## config.mk

```make
export PLATFORM = sky130hd
export DESIGN_NAME = artpwm_timer
export DESIGN_NICKNAME = d
export VERILOG_FILES = /design/src/artpwm_pkg.sv /design/src/artpwm_timer.sv /design/src/artpwm_edge.sv
export SDC_FILE = /design/constraint.sdc
export NUM_CORES = 1
export LEC_CHECK = 0
export BUFFER_PORTS_ARGS = -buffer_cell sky130_fd_sc_hd__clkbuf_2
export CAP_MARGIN = 20
export CORE_MARGIN = 2
export CORE_UTILIZATION = 50
export CTS_BUF_LIST = sky130_fd_sc_hd__clkbuf_16
export DETAILED_ROUTE_END_ITERATION = 16
export PLACE_DENSITY_LB_ADDON = 0.1
export SYNTH_ARGS = -nofsm -noshare
export SYNTH_HDL_FRONTEND = slang
export SYNTH_SLANG_ARGS = --single-unit
```

## constraint.sdc

```tcl
create_clock -name CLK_SYS_IN -period 2.4 [get_ports CLK_SYS_IN]
set_input_delay 0.12 -clock CLK_SYS_IN [delete_from_list [all_inputs] [get_ports CLK_SYS_IN]]
set_output_delay 0.12 -clock CLK_SYS_IN [all_outputs]
set_load 0.02 [all_outputs]
```

## src/artpwm_pkg.sv

```systemverilog
// artpwm_pkg: register offsets, field positions and reset values of the
// auto-reload pwm timer; assumes a 32-bit apb with word-aligned registers.
package artpwm_pkg;
  // ==========================================================================
  // register byte offsets
  localparam logic [7:0] ARTPWM_CSR_OFF   = 8'h00; // timer_control_status_reg
  localparam logic [7:0] ARTPWM_CAR_OFF   = 8'h04; // counter_access_reg
  localparam logic [7:0] ARTPWM_ARR_OFF   = 8'h08; // reload_value_reg
  localparam logic [7:0] ARTPWM_PWM_CONTROL_REG_OFF = 8'h0C; // pwm_control_reg
  localparam logic [7:0] ARTPWM_DCR0_OFF  = 8'h10; // duty_cycle_reg 0..3 at +4
  localparam logic [7:0] ARTPWM_ICCSR_OFF = 8'h20; // capture_control_status_reg
  localparam logic [7:0] ARTPWM_ICR0_OFF  = 8'h24; // capture_value_reg 0
  localparam logic [7:0] ARTPWM_ICR1_OFF  = 8'h28; // capture_value_reg 1
  localparam logic [7:0] ARTPWM_SYS_OFF   = 8'h2C; // halt mode control
  // ==========================================================================
  // timer_control_status_reg fields
  localparam int ARTPWM_CSR_EXT_CLOCK_SELECT = 7;
  localparam int ARTPWM_CSR_CCH  = 6;
  localparam int ARTPWM_CSR_CCL  = 4;
  localparam int ARTPWM_CSR_TCE  = 3;
  localparam int ARTPWM_CSR_FORCE_RELOAD = 2;
  localparam int ARTPWM_CSR_OIE  = 1;
  localparam int ARTPWM_CSR_OVF  = 0;
  // capture_control_status_reg fields: edge select [5:4], irq enable [3:2], flag [1:0]
  localparam int ARTPWM_IC_CS  = 4;
  localparam int ARTPWM_IC_CIE = 2;
  localparam int ARTPWM_IC_CF  = 0;
  // ==========================================================================
  // sizes and reset values
  localparam int         ARTPWM_NPWM     = 4;
  localparam int         ARTPWM_NCAP     = 2;
  localparam int         ARTPWM_PRE_W    = 7;
  localparam logic [7:0] ARTPWM_RST8     = 8'h00;
  localparam logic [7:0] ARTPWM_CNT_MAX  = 8'hFF;
  localparam logic [6:0] ARTPWM_PRE_RST  = 7'h00;
  localparam logic [6:0] ARTPWM_PRE_ONE  = 7'h01;
  localparam logic [7:0] ARTPWM_CNT_ONE  = 8'h01;
endpackage : artpwm_pkg

```

## src/artpwm_timer.sv

```systemverilog
// artpwm_timer: 8-bit auto-reload pwm timer with 7-bit prescaler, four pwm
// outputs, two input captures and an apb register slave.
// assumes inputs synchronous to CLK_SYS_IN and an apb master on the same clock.
//
// Register access over APB and the register offsets are this design's own decisions.
`timescale 1ns/1ns
module artpwm_timer
  import artpwm_pkg::*;
(
  // clock and reset
  input  wire logic        CLK_SYS_IN,
  input  wire logic        RESET_N_IN,
  input  wire logic        CLK_EN_IN,
  // apb slave
  input  wire logic        PSEL_IN,
  input  wire logic        PENABLE_IN,
  input  wire logic        PWRITE_IN,
  input  wire logic [7:0]  PADDR_IN,
  input  wire logic [31:0] PWDATA_IN,
  output logic [31:0]      PRDATA_OUT,
  output logic             PREADY_OUT,
  output logic             PSLVERR_OUT,
  // external clock and capture pins
  input  wire logic        EXT_CLK_IN,
  input  wire logic [1:0]  CAPTURE_INPUT_PIN_IN,
  // system
  input  wire logic        HALT_MODE_IN,
  // pwm pins
  output logic [3:0]       PWM_OUTPUT_PIN_OUT,
  output logic [3:0]       PWM_OUTPUT_PIN_OE_OUT,
  // interrupts and wakeup
  output logic             OVERFLOW_IRQ_OUT,
  output logic             CAPTURE_IRQ_OUT,
  output logic             WAKEUP_OUT
);
  // ==========================================================================
  // registers
  logic [7:0] csr_reg;       // force_reload and ovf bits unused here
  logic       overflow_flag_reg;
  logic [7:0] counter_reg;
  logic [6:0] prescaler_reg;
  logic [7:0] reload_value_reg;
  logic [7:0] pwm_control_reg; // [7:4] output enable, [3:0] polarity
  logic [7:0] duty_cycle_reg [ARTPWM_NPWM];
  logic [7:0] compare_shadow [ARTPWM_NPWM];
  logic [3:0] pwm_level_reg;
  logic [5:0] capture_control_status_reg;
  logic [7:0] capture_value_reg [ARTPWM_NCAP];
  logic [1:0] capture_flag_reg;
  logic       ext_clk_reg;

  // ==========================================================================
  // apb decode: zero wait states
  logic wr_en;
  logic rd_en;
  assign wr_en       = PSEL_IN & PENABLE_IN & PWRITE_IN & CLK_EN_IN;
  assign rd_en       = PSEL_IN & PENABLE_IN & ~PWRITE_IN & CLK_EN_IN;
  assign PREADY_OUT  = 1'b1;
  assign PSLVERR_OUT = 1'b0;

  logic wr_csr, wr_car, rd_csr;
  logic [1:0] rd_icr;
  assign wr_csr    = wr_en && (PADDR_IN == ARTPWM_CSR_OFF);
  assign wr_car    = wr_en && (PADDR_IN == ARTPWM_CAR_OFF);
  assign rd_csr    = rd_en && (PADDR_IN == ARTPWM_CSR_OFF);
  assign rd_icr[0] = rd_en && (PADDR_IN == ARTPWM_ICR0_OFF);
  assign rd_icr[1] = rd_en && (PADDR_IN == ARTPWM_ICR1_OFF);

  logic       halt_sw_reg;   // software halt bit, ored with the halt input
  logic       halted;
  assign halted = HALT_MODE_IN | halt_sw_reg;

  // ==========================================================================
  // prescaler input: cpu clock or external clock rising edge
  logic ext_rise;
  always_ff @(posedge CLK_SYS_IN or negedge RESET_N_IN) begin
    if (!RESET_N_IN) begin
      ext_clk_reg <= 1'b0;
    end else if (CLK_EN_IN) begin
      ext_clk_reg <= EXT_CLK_IN;
    end
  end
  assign ext_rise = EXT_CLK_IN & ~ext_clk_reg;

  logic       run_en;
  logic       in_tick;
  logic       cnt_tick;
  logic [2:0] div_sel;
  logic [6:0] pre_mask;
  logic       init_load;
  logic       force_load;
  logic       ovf_event;

  assign run_en     = csr_reg[ARTPWM_CSR_TCE];
  assign in_tick    = csr_reg[ARTPWM_CSR_EXT_CLOCK_SELECT] ? ext_rise : ~halted;
  assign div_sel    = csr_reg[ARTPWM_CSR_CCH:ARTPWM_CSR_CCL];
  assign pre_mask   = ~({ARTPWM_PRE_W{1'b1}} << div_sel);
  // tick when the low n prescaler bits are all ones
  assign cnt_tick   = CLK_EN_IN & run_en & in_tick & ((prescaler_reg & pre_mask) == pre_mask);
  assign force_load = wr_csr & PWDATA_IN[ARTPWM_CSR_FORCE_RELOAD] & PWDATA_IN[ARTPWM_CSR_TCE];
  assign init_load  = force_load | wr_car;
  assign ovf_event  = cnt_tick & ~init_load & (counter_reg == ARTPWM_CNT_MAX);

  always_ff @(posedge CLK_SYS_IN or negedge RESET_N_IN) begin
    if (!RESET_N_IN) begin
      prescaler_reg <= ARTPWM_PRE_RST;
    end else if (CLK_EN_IN) begin
      if (init_load) begin
        prescaler_reg <= ARTPWM_PRE_RST;
      end else if (run_en && in_tick) begin
        prescaler_reg <= prescaler_reg + ARTPWM_PRE_ONE;
      end
    end
  end

  // ==========================================================================
  // counter
  always_ff @(posedge CLK_SYS_IN or negedge RESET_N_IN) begin
    if (!RESET_N_IN) begin
      counter_reg <= ARTPWM_RST8;
    end else if (CLK_EN_IN) begin
      if (wr_car) begin
        counter_reg <= PWDATA_IN[7:0];
      end else if (force_load) begin
        counter_reg <= reload_value_reg;
      end else if (ovf_event) begin
        counter_reg <= reload_value_reg;
      end else if (cnt_tick) begin
        counter_reg <= counter_reg + ARTPWM_CNT_ONE;
      end
    end
  end

  // ==========================================================================
  // control, status and configuration registers
  always_ff @(posedge CLK_SYS_IN or negedge RESET_N_IN) begin
    if (!RESET_N_IN) begin
      csr_reg          <= ARTPWM_RST8;
      reload_value_reg <= ARTPWM_RST8;
      pwm_control_reg  <= ARTPWM_RST8;
      halt_sw_reg      <= 1'b0;
      capture_control_status_reg <= '0;
    end else if (wr_en) begin
      if (wr_csr) begin
        csr_reg <= {PWDATA_IN[7:3], 1'b0, PWDATA_IN[ARTPWM_CSR_OIE], 1'b0};
      end
      if (PADDR_IN == ARTPWM_ARR_OFF) begin
        reload_value_reg <= PWDATA_IN[7:0];
      end
      if (PADDR_IN == ARTPWM_PWM_CONTROL_REG_OFF) begin
        pwm_control_reg <= PWDATA_IN[7:0];
      end
      if (PADDR_IN == ARTPWM_ICCSR_OFF) begin
        capture_control_status_reg <= PWDATA_IN[5:0];
      end
      if (PADDR_IN == ARTPWM_SYS_OFF) begin
        halt_sw_reg <= PWDATA_IN[0];
      end
    end
  end

  // overflow flag: set wins over the read clear
  always_ff @(posedge CLK_SYS_IN or negedge RESET_N_IN) begin
    if (!RESET_N_IN) begin
      overflow_flag_reg <= 1'b0;
    end else if (CLK_EN_IN) begin
      if (ovf_event) begin
        overflow_flag_reg <= 1'b1;
      end else if (rd_csr) begin
        overflow_flag_reg <= 1'b0;
      end
    end
  end
  assign OVERFLOW_IRQ_OUT = overflow_flag_reg & csr_reg[ARTPWM_CSR_OIE];

  // ==========================================================================
  // duty cycle registers, compare shadows and pwm levels
  generate
    for (genvar g = 0; g < ARTPWM_NPWM; g++) begin : g_pwm
      logic [7:0] dcr_off;
      assign dcr_off = ARTPWM_DCR0_OFF + 8'(4 * g);
      always_ff @(posedge CLK_SYS_IN or negedge RESET_N_IN) begin
        if (!RESET_N_IN) begin
          duty_cycle_reg[g] <= ARTPWM_RST8;
          compare_shadow[g] <= ARTPWM_RST8;
          pwm_level_reg[g]  <= 1'b0;
        end else if (CLK_EN_IN) begin
          if (wr_en && (PADDR_IN == dcr_off)) begin
            duty_cycle_reg[g] <= PWDATA_IN[7:0];
          end
          if (ovf_event) begin
            compare_shadow[g] <= duty_cycle_reg[g];
          end
          if (!halted) begin
            if (ovf_event) begin
              pwm_level_reg[g] <= pwm_control_reg[g];
            end else if (cnt_tick && (counter_reg + ARTPWM_CNT_ONE == compare_shadow[g])) begin
              pwm_level_reg[g] <= ~pwm_control_reg[g];
            end
          end
        end
      end
    end
  endgenerate
  assign PWM_OUTPUT_PIN_OUT    = pwm_level_reg & pwm_control_reg[7:4];
  assign PWM_OUTPUT_PIN_OE_OUT = pwm_control_reg[7:4];

  // ==========================================================================
  // input capture
  logic [1:0] cap_edge;
  generate
    for (genvar c = 0; c < ARTPWM_NCAP; c++) begin : g_cap
      artpwm_edge u_edge (
        .CLK_SYS_IN  (CLK_SYS_IN),
        .RESET_N_IN  (RESET_N_IN),
        .CLK_EN_IN   (CLK_EN_IN),
        .SIG_IN      (CAPTURE_INPUT_PIN_IN[c]),
        .FALL_SEL_IN (capture_control_status_reg[ARTPWM_IC_CS + c]),
        .EDGE_OUT    (cap_edge[c])
      );
      always_ff @(posedge CLK_SYS_IN or negedge RESET_N_IN) begin
        if (!RESET_N_IN) begin
          capture_value_reg[c] <= ARTPWM_RST8;
          capture_flag_reg[c]  <= 1'b0;
        end else if (CLK_EN_IN) begin
          if (cap_edge[c] && !capture_flag_reg[c]) begin
            capture_value_reg[c] <= counter_reg;
            capture_flag_reg[c]  <= 1'b1;
          end else if (rd_icr[c]) begin
            capture_flag_reg[c]  <= 1'b0;
          end
        end
      end
    end
  endgenerate
  // level stays high while any enabled flag is set
  assign CAPTURE_IRQ_OUT = |(capture_flag_reg & capture_control_status_reg[ARTPWM_IC_CIE +: ARTPWM_NCAP]);
  assign WAKEUP_OUT      = |(cap_edge & capture_control_status_reg[ARTPWM_IC_CIE +: ARTPWM_NCAP]);

  // ==========================================================================
  // read data register
  always_ff @(posedge CLK_SYS_IN or negedge RESET_N_IN) begin
    if (!RESET_N_IN) begin
      PRDATA_OUT <= '0;
    end else if (CLK_EN_IN && PSEL_IN && !PENABLE_IN && !PWRITE_IN) begin
      unique case (PADDR_IN)
        ARTPWM_CSR_OFF:   PRDATA_OUT <= {24'h000000, csr_reg[7:3], 1'b0,
                                         csr_reg[ARTPWM_CSR_OIE], overflow_flag_reg};
        ARTPWM_CAR_OFF:   PRDATA_OUT <= {24'h000000, counter_reg};
        ARTPWM_ARR_OFF:   PRDATA_OUT <= {24'h000000, reload_value_reg};
        ARTPWM_PWM_CONTROL_REG_OFF: PRDATA_OUT <= {24'h000000, pwm_control_reg};
        ARTPWM_DCR0_OFF:         PRDATA_OUT <= {24'h000000, duty_cycle_reg[0]};
        ARTPWM_DCR0_OFF + 8'h04: PRDATA_OUT <= {24'h000000, duty_cycle_reg[1]};
        ARTPWM_DCR0_OFF + 8'h08: PRDATA_OUT <= {24'h000000, duty_cycle_reg[2]};
        ARTPWM_DCR0_OFF + 8'h0C: PRDATA_OUT <= {24'h000000, duty_cycle_reg[3]};
        ARTPWM_ICCSR_OFF: PRDATA_OUT <= {26'h0000000, capture_control_status_reg[5:2], capture_flag_reg};
        ARTPWM_ICR0_OFF:  PRDATA_OUT <= {24'h000000, capture_value_reg[0]};
        ARTPWM_ICR1_OFF:  PRDATA_OUT <= {24'h000000, capture_value_reg[1]};
        ARTPWM_SYS_OFF:   PRDATA_OUT <= {31'h00000000, halt_sw_reg};
        default:          PRDATA_OUT <= '0;
      endcase
    end
  end
endmodule // artpwm_timer

```

## src/artpwm_edge.sv

```systemverilog
// artpwm_edge: synchronous edge detector for one input, rising or falling.
// assumes the input is already synchronous to the clock.
`timescale 1ns/1ns
module artpwm_edge (
  // clock and reset
  input  wire logic CLK_SYS_IN,
  input  wire logic RESET_N_IN,
  input  wire logic CLK_EN_IN,
  // signal
  input  wire logic SIG_IN,
  input  wire logic FALL_SEL_IN,
  output logic      EDGE_OUT
);
  logic sig_reg;

  always_ff @(posedge CLK_SYS_IN or negedge RESET_N_IN) begin
    if (!RESET_N_IN) begin
      sig_reg <= 1'b0;
    end else if (CLK_EN_IN) begin
      sig_reg <= SIG_IN;
    end
  end

  // selected transition, qualified by the clock enable
  assign EDGE_OUT = CLK_EN_IN & (FALL_SEL_IN ? (sig_reg & ~SIG_IN) : (~sig_reg & SIG_IN));
endmodule // artpwm_edge

```

==> impl_metrics.toml, run 1 <==
[worst_setup_path]
required_ps = 2740
cp-start-kind = "flip-flop"
cp-end-kind = "flip-flop"
rr_startpoint = "counter_reg[0]"
cp_max_fo = 8
reg2reg_depth = 10
crit_type = "flip-flop to flip-flop"
crit_start = "counter_reg[0]"
crit_arrival_ps = 2640

[global_route]
grt_max_degree = 65
track_usage_pct = 28.7
grt-ovfl-total = 0
grt_pass1_vias = 6172
grt_pass1_wl_um = 35900
antenna_found_initial = 0

[yosys]
synth_compound_area_share_pct = 13.4
synthArstFlopShare_pct = 100
synth-seq-cells = 140
synth_mux_area_share_pct = 18.5
synth_area_per_cell_um2 = 10.7
synth_top_flop_cell = "dfrtp_1"
synth_simple_gate_area_share_pct = 13.1
synth_area_um2 = 7990
synthXorXnorAreaFrac_pct = 4.81
synth_enable_flop_cells = 0
yosysWarnings = 0
synthCells = 750
synth_area_leaders = "dfrtp_1 44%, mux2_2 16%, buf_4 3.0%"
synth_top_family_by_area = "multiplexers"
yosys.area_share.adder_pct = 0.439
synth_top_area_share_pct = 43.9
yosys.area.top_type = "dfrtp_1"
ys_seq_area_share_pct = 43.9
synth_cell_types = 77

[final_layout]
layout_commonest_cell = "dfrtp_1"
drive_gt1_share_pct = 32.2
final_cell_mix = "139 x dfrtp_1, 112 x mux2_2, 54 x buf_4"
regArea_um2 = 3500
fin_cells = 1054
fin_area_um2 = 9250
final_net_count = 877
antenna_cells = 0
fillers = 1373
multi_input_area_um2 = 4150
area_growth_pct = 15.8

[timing]
min_period_over_period_pct = 96.0
period_needed_ps = 2300
skew_ps = 7.94
hold_viol = 0
postLayoutSetupSlackWorst_ps = 95.2
maxSlewHeadroom_pct = 57.0
fmax_mhz = 434
rsz0062_at_grt = "false"
worst_pin_slew_ps = 641
setup_viol_count_final = 0
drv_slew = 0
fin_setup_tns_ps = 0

[detailed_routing]
drc = 0
wirelength_um = 22900
first_pass_iters = 9
drtIter0Drc = 606
ant_nets = 0
routed_via_density = 5.96
wl_per_cell_um = 21.7
via_count = 6278

[min_path]
hold_class = "primary input to flip-flop"
hold_start = "CLK_EN_IN"
whs_path_depth = 2

[cts]
clk_path_buf_depth = 2
clkTransAtPathRegs_ps = 60
ctsRootBufferMaster = "clkbuf_16"
cts_tree = "built"
htree_num_levels = 4
clkSinkCount = 140
cts_buffers = 17
clk_latency_ps = 420

[placed_design]
placed_area_um2 = 8580
place.detailed.hpwl_um = 17000
dp.cells = 1018
numPortBuffers = 44
pre_cts_slack_ps = 14.5
gp_congestion = 0.930

[die]
die_x_um = 130
die_h_um = 130
floorplan.initialDensity_pct = 50.7
rows = 46
io_pins = 95
coreArea_um2 = 15800
die_area_um2 = 17000

[outcome]
outcome = "finished clean"

[power_and_ir_drop]
peakVddDrop_mv = 0.505
powerDensity_nw_per_um2 = 584
p_leak_uw = 0.00429

[job]
drv_cap = 0
[worst paths after layout]
path	endpoint	slack (ps)
worst max-delay path	pwm_level_reg[2]	100
worst min-delay path	g_cap[0].u_edge.sig_reg	60
worst max register to register	pwm_level_reg[2]	100
worst min register to register	PRDATA_OUT[7]	480
max in group asynchronous	capture_value_reg[14]	1340
min in group asynchronous	PRDATA_OUT[7]	270
[power by group]
group	switching [uW]	internal (uW)	total (uW)	leakage [uW]
Sequential	34.1	2390	2430	0.00193
Combinational	279	144	423	0.00208
Clock	1030	1520	2560	0.000280
Total	1340	4060	5410	0.00429
[cell type report]
class | instances | area share [%]
Multi-Input combinational cell | 552 | 44.8
Clock inverter | 15 | 1.61
Tap cell | 216 | 2.92
Timing Repair Buffer | 106 | 7.84
Clock buffer | 17 | 4.60
Sequential cell | 140 | 37.9
Inverter | 8 | 0.325
[cells in the mapped netlist (7+ instances only)]
master and instances:
dfrtp_1 140, mux2_2 112, nand2_1 49, nor2_1 43, buf_4 32, o21ai_0 31
xnor2_1 27, a21oi_1 22, nand3_1 22, clkbuf_1 20, mux2i_1 19, a31oi_1 16
xor2_1 15, buf_2 13, a22oi_1 12, nand2b_1 11, nor3_1 9, o211ai_1 9
a22o_1 8, and2_1 8, and3_1 8, inv_1 8, o22ai_1 8, nor2b_1 7
[repair_timing]
item,in CTS,in global routing
setup buffers,0,1
endpoints found under the setup margin,0,20
resized for setup,0,11
hold buffers,4,0
hold endpoints to repair,65,0
[per-layer routing]
layer	wire length, um	share of wire [%]	vias to the layer above	GRT usage [%]
met5	0	0	-	0
met4	714	3.1	0	11.3
met3	1170	5.1	57	5.01
met2	11100	49	221	46.4
met1	9900	43	3165	38.9
li1	-	-	2835	-
[critical path, stage by stage, from the launching register on]
cell and delay, ps:
dfrtp_1 420, ha_4 170, buf_4 160, buf_4 170, xnor2_1 160, o211ai_1 100
a31oi_1 290, nand3_1 140, a211o_1 320, mux2i_1 150, nor3_1 150
[kinds of logic (layout without fill, tap and decap cells)]
group / Yosys count / after routing
adders and majority gates: 3 / 3
other: 2 / 26
DFF: 140 / 140
AOI/OAI and AO/OA: 155 / 155
xor gates and xnor gates: 43 / 43
and+or+nand+nor: 193 / 193
buffers and inverters: 82 / 146
muxes: 132 / 132
[per-stage QoR]
step	total power [uW]	util [%]	hold slack, ps
after CTS	5430	58.3	47.5
after global placement	2870	54.4	146
after detailed placement	2870	54.4	154
after global routing	5600	58.7	58.4
final	5410	58.7	55.2
after floorplan	2720	-	-176
No activity file was read; power rests on OpenSTA's default activity.
==> inputs of run 2 (changes only) <==
Settings changed: SYNTH_HIERARCHICAL from default to 1.
==> run 2 against run 1 <==
  * First-iteration DRC count down 0.83%
  * Critical path type unchanged
  * Sequential power about the same
  * Critical endpoint is now pwm_level_reg[1]
  * Via count up 0.80%
  * Highest routed layer unchanged
  * Synthesized cell count down 2.8%
  * Total power down 1.9%
  * Non-clock buffer count up 4
==> impl_metrics.toml, run 2 <==
[final_layout]
fin_cells = 1014
antenna_cells = 0
utilization_pct = 59.9
layout_commonest_cell = "dfrtp_1"
drive_gt1_share_pct = 31.1
final_cell_mix = "140 x dfrtp_1, 107 x mux2_2, 61 x nand2_1"
fillers = 1294
final_net_count = 868
area_growth_pct = 16.8

[timing]
maxSlewHeadroom_pct = 44.6
drv_slew = 0
worst_pin_slew_ps = 829
hold_viol = 0
rsz0062_at_grt = "false"
skew_ps = 9.31
setup_viol_count_final = 0
min_period_over_period_pct = 98.3
period_needed_ps = 2360
fmax_mhz = 424
fin_setup_tns_ps = 0

[detailed_routing]
drtIter0Drc = 601
first_pass_iters = 5
via_count = 6328
drc = 0
wl_per_cell_um = 22.3
wirelength_um = 22600
ant_nets = 0
routed_via_density = 6.24

[placed_design]
numPortBuffers = 44
gp_congestion = 0.916
dp.cells = 981
place.detailed.hpwl_um = 16400

[worst_setup_path]
reg2reg_depth = 8
crit_type = "flip-flop to flip-flop"
cp-start-kind = "flip-flop"
max_stage_delay_ps = 480
cpMostUsedCell = "xor2_1"
crit_cells = 8
cp_max_fo = 4
slowest_stage = "a2111oi_0"
required_ps = 2690
cp-end-kind = "flip-flop"
crit_path_cell_trace = "ha_1 > nand3_1 > xor2_1 > buf_4 > xor2_1 > a41oi_1 > a2111oi_0 > nand2_1"
crit_arrival_ps = 2650
crit_buf_inv = 1
cp_top_family = "compound AO/OA/AOI/OAI gates"

[yosys]
synth-seq-cells = 140
synth_top_flop_cell = "dfrtp_1"
ys_seq_area_share_pct = 45.0
yosys.area.top_type = "dfrtp_1"
yosysWarnings = 6
synth_area_um2 = 7790
synth_common_cells = "140 x dfrtp_1, 107 x mux2_2, 61 x nand2_1, 32 x nor2_1"
synth_area_per_cell_um2 = 10.7
yosysMostFrequentCell = "dfrtp_1"
synthCells = 729
synth_enable_flop_cells = 0
synth_area_leaders = "dfrtp_1 45%, mux2_2 15%, nand2_1 2.9%"
synthArstFlopShare_pct = 100
synth_cell_types = 73
synth_top_area_share_pct = 45.0

[die]
floorplan.initialDensity_pct = 51.3
die_area_um2 = 16600
die_x_um = 129
coreArea_um2 = 15200
die_h_um = 129
rows = 45
io_pins = 95

[job]
drv_cap = 0

[cts]
postCtsSetupBuffers = 0
clk_path_buf_depth = 2
htree_num_levels = 4
cts_tree = "built"
cts_buffers = 17
clk_latency_ps = 430
clkTransAtPathRegs_ps = 60
clkSinkCount = 140
ctsRootBufferMaster = "clkbuf_16"

[outcome]
outcome = "finished clean"

[global_route]
antenna_found_initial = 0
grt_pass1_vias = 6195
grt_pass1_wl_um = 35300
grt-ovfl-total = 0
track_usage_pct = 28.6
grt_max_degree = 64

[power_and_ir_drop]
finalPower_uw = 5310
p_leak_uw = 0.00429
peakVddDrop_mv = 0.539
powerDensity_nw_per_um2 = 583

[min_path]
whs_path_depth = 4
hold_class = "primary input to flip-flop"
-- run 2: worst reg2reg max path, delay by kind of cell, from the launching register on --
kind	cells	cell delay [ps]
DFF	1	420
xor gates and xnor gates	2	420
AOI/OAI and AO/OA	2	640
adders and majority gates	1	300
buffers and inverters	1	200
and+or+nand+nor	2	250
-- run 2: cells by family (layout without fill, tap and decap cells) --
family                     Yosys count  in the layout  share of synthesized area, %
and+or+nand+nor                    214            214                          14.7
DFF                                140            140                          45.0
AOI/OAI and AO/OA                  138            138                          12.9
muxes                              124            124                          17.9
buffers and inverters               76            149                          5.28
xor gates and xnor gates            33             33                          3.89
adders and majority gates            2              2                         0.321
other                                2             26                        0.0964
-- run 2: through the flow --
| step | area (um^2) | hold WS, ps | worst slack (ps) |
|---|---|---|---|
| 2_1_floorplan | 7880 | -176 | 65.5 |
| 3_3_place_gp | 8500 | 160 | -168 |
| 6_report | 9100 | 47.4 | 39.8 |
| 4_1_cts | 9080 | 30.8 | 3.90 |
| 5_1_grt | 9100 | 56.3 | 16.4 |
| 3_5_place_dp | 8500 | 165 | -103 |
-- run 2: where the power goes --
group	switching, uW	internal [uW]
clock network	972	1490
registers	38.3	2410
logic	269	132
-- run 2: final cells by class --
type                       count  area [um^2]  share of cell area, %
inverter                      10         37.5                  0.412
clock inverter                12          110                   1.21
sequential                   140         3500                   38.5
multi-input combinational    537         4020                   44.2
clock buffer                  17          425                   4.67
timing repair buffer         110          769                   8.45
tap                          188          235                   2.58
-- run 2: final timing paths --
check	endpoint	startpoint	slack, ps
max	pwm_level_reg[1]	counter_reg[0]	40
min	overflow_flag_reg	PENABLE_IN	50
max reg2reg	pwm_level_reg[1]	counter_reg[0]	40
min reg2reg	PRDATA_OUT[6]	PRDATA_OUT[6]	490
max in group asynchronous	prescaler_reg[1]	RESET_N_IN	1390
min in group asynchronous	compare_shadow[28]	RESET_N_IN	260
-- run 2: what timing repair did --
action	4_1_cts	5_1_grt
gates resized for setup	3	4
cloned	0	0
setup endpoints to repair	3	2
hold buffers	4	0
endpoints found under the hold margin	63	0
-- run 2: layer usage --
layer  global-route usage [%]  share of wire [%]  up-vias
met5                        0                  0        -
met1                     39.5                 43     3172
met4                     10.9                2.7        0
met3                     6.36                7.9       44
met2                     44.3                 47      290
li1                         -                  -     2822
==> inputs of run 3 (changes only) <==
Settings changed: CORE_MARGIN 2 to default.
==> run 3 against run 2 <==
  * Clock-buffer cell count unchanged
  * Die area decreased by 3.1%
  * Sequential power about the same
  * Highest routed layer unchanged
  * Global-route usage increased by 2.0 points
  * Critical endpoint is now pwm_level_reg[0]
  * Critical path type unchanged
==> impl_metrics.toml, run 3 (synthesis results as in run 2) <==
[outcome]
outcome = "finished clean"

[final_layout]
area_growth_pct = 17.7
final_cell_mix = "140 x dfrtp_1, 107 x mux2_2, 61 x nand2_1"
final_net_count = 870
antenna_cells = 0
utilization_pct = 60.3
drive_gt1_share_pct = 31.0
layout_commonest_cell = "dfrtp_1"
fin_cells = 1019

[worst_setup_path]
crit_type = "flip-flop to flip-flop"
crit_buf_inv = 2
r2r_slack_ps = 150
required_ps = 2720
max_stage_delay_ps = 440
reg2reg_depth = 9
cp-end-kind = "flip-flop"
rr_startpoint = "counter_reg[0]"
crit_cells = 9
cp_top_family = "compound AO/OA/AOI/OAI gates"
cp-start-kind = "flip-flop"
slowest_stage = "a2111oi_0"
crit_path_cell_trace = "ha_1 > xnor2_1 > buf_4 > xnor2_1 > a2111oi_0 > buf_4 > a41oi_1 > a41oi_1 > nand2_1"
cp_max_fo = 5
crit_arrival_ps = 2570
reg2reg_to = "pwm_level_reg[0]"

[detailed_routing]
drtIter0Drc = 601
first_pass_iters = 5
wirelength_um = 23000
ant_nets = 0
routed_via_density = 6.24
wl_per_cell_um = 22.6
via_count = 6354
drc = 0

[min_path]
hold_class = "primary input to flip-flop"
hold_start = "PENABLE_IN"
whs_endpoint = "capture_flag_reg[1]"
whs_path_depth = 4

[timing]
fmax_mhz = 444
fin_setup_tns_ps = 0
period_needed_ps = 2250
postLayoutSetupSlackWorst_ps = 147
rsz0062_at_grt = "false"
worst_pin_slew_ps = 663
min_period_over_period_pct = 93.9
maxSlewHeadroom_pct = 55.5
skew_ps = 9.12
drv_slew = 0
setup_viol_count_final = 0
hold_viol = 0

[global_route]
track_usage_pct = 30.6
grt_max_degree = 64
grtUsageMet2_pct = 47.4
antenna_found_initial = 0
grt-ovfl-total = 0
grt_pass1_wl_um = 36400
grt_pass1_vias = 6299
grt-busiest-layer = "met2"
grtUsageMet1_pct = 41.7
use_met3_pct = 6.12

[placed_design]
pre_cts_slack_ps = -28.7
gp_congestion = 0.901
numPortBuffers = 44
place.detailed.hpwl_um = 16900
dp.cells = 983

[power_and_ir_drop]
p_leak_uw = 0.00432
peakVddDrop_mv = 0.520
finalPower_uw = 5600
powerDensity_nw_per_um2 = 611

[die]
die_h_um = 127
rows = 45
io_pins = 95
floorplan.initialDensity_pct = 51.3
coreArea_um2 = 15200
die_x_um = 127
die_area_um2 = 16100

[cts]
clk_latency_ps = 430
clk_path_buf_depth = 2
htree_num_levels = 4
cts_tree = "built"
clkSinkCount = 140
cts_buffers = 17
clkTransAtPathRegs_ps = 60
ctsRootBufferMaster = "clkbuf_16"

[job]
drv_cap = 0
run 3: how the worst max path moves through the flow:
stage                              start                 end
after floorplan              PADDR_IN[4]  compare_shadow[10]
after global placement       PADDR_IN[4]   compare_shadow[5]
after detailed placement     PADDR_IN[4]   compare_shadow[5]
after CTS                     csr_reg[6]      counter_reg[1]
after global routing      counter_reg[0]    pwm_level_reg[0]
final                     counter_reg[0]    pwm_level_reg[0]
run 3: metal layers:
metal / vias up / share of wire, %
met4: 0 / 3.5
met3: 51 / 6.9
li1: 2829 / -
met5: - / 0
met1: 3189 / 44
met2: 285 / 46
run 3: tightest hold or removal path: cells and delay by family:
family,cells,cell delay (ps)
and+or+nand+nor,2,150
AOI/OAI and AO/OA,1,70
buffers and inverters,1,110
run 3: area by class of cell:
class	instances	area (um^2)
clock buffers	17	425
clock inverters	15	181
fillers	1267	6030
inverters	10	37.5
multi-input cells	537	3990
flip-flops and latches	140	3500
well taps	188	235
repair buffers	112	797
run 3: stage by stage:
step                      area (um^2)  hold WS (ps)
after detailed placement         8530          61.7
after CTS                        9170          45.6
final                            9170          62.2
after global placement           8530          54.2
after floorplan                  7880          -176
after global routing             9170          94.9
run 3: where the power goes:
| part | leakage, uW | internal, uW | switching (uW) |
|---|---|---|---|
| sequential | 0.00189 | 2410 | 39.6 |
| combinational | 0.00213 | 134 | 268 |
| clock | 0.000299 | 1720 | 1040 |
| total | 0.00432 | 4260 | 1340 |
run 3: timing repair:
item,in CTS,in global routing
hold buffers,4,0
setup endpoints to repair,0,3
setup buffers,0,0
hold endpoints to repair,40,0
gates resized for setup,0,2
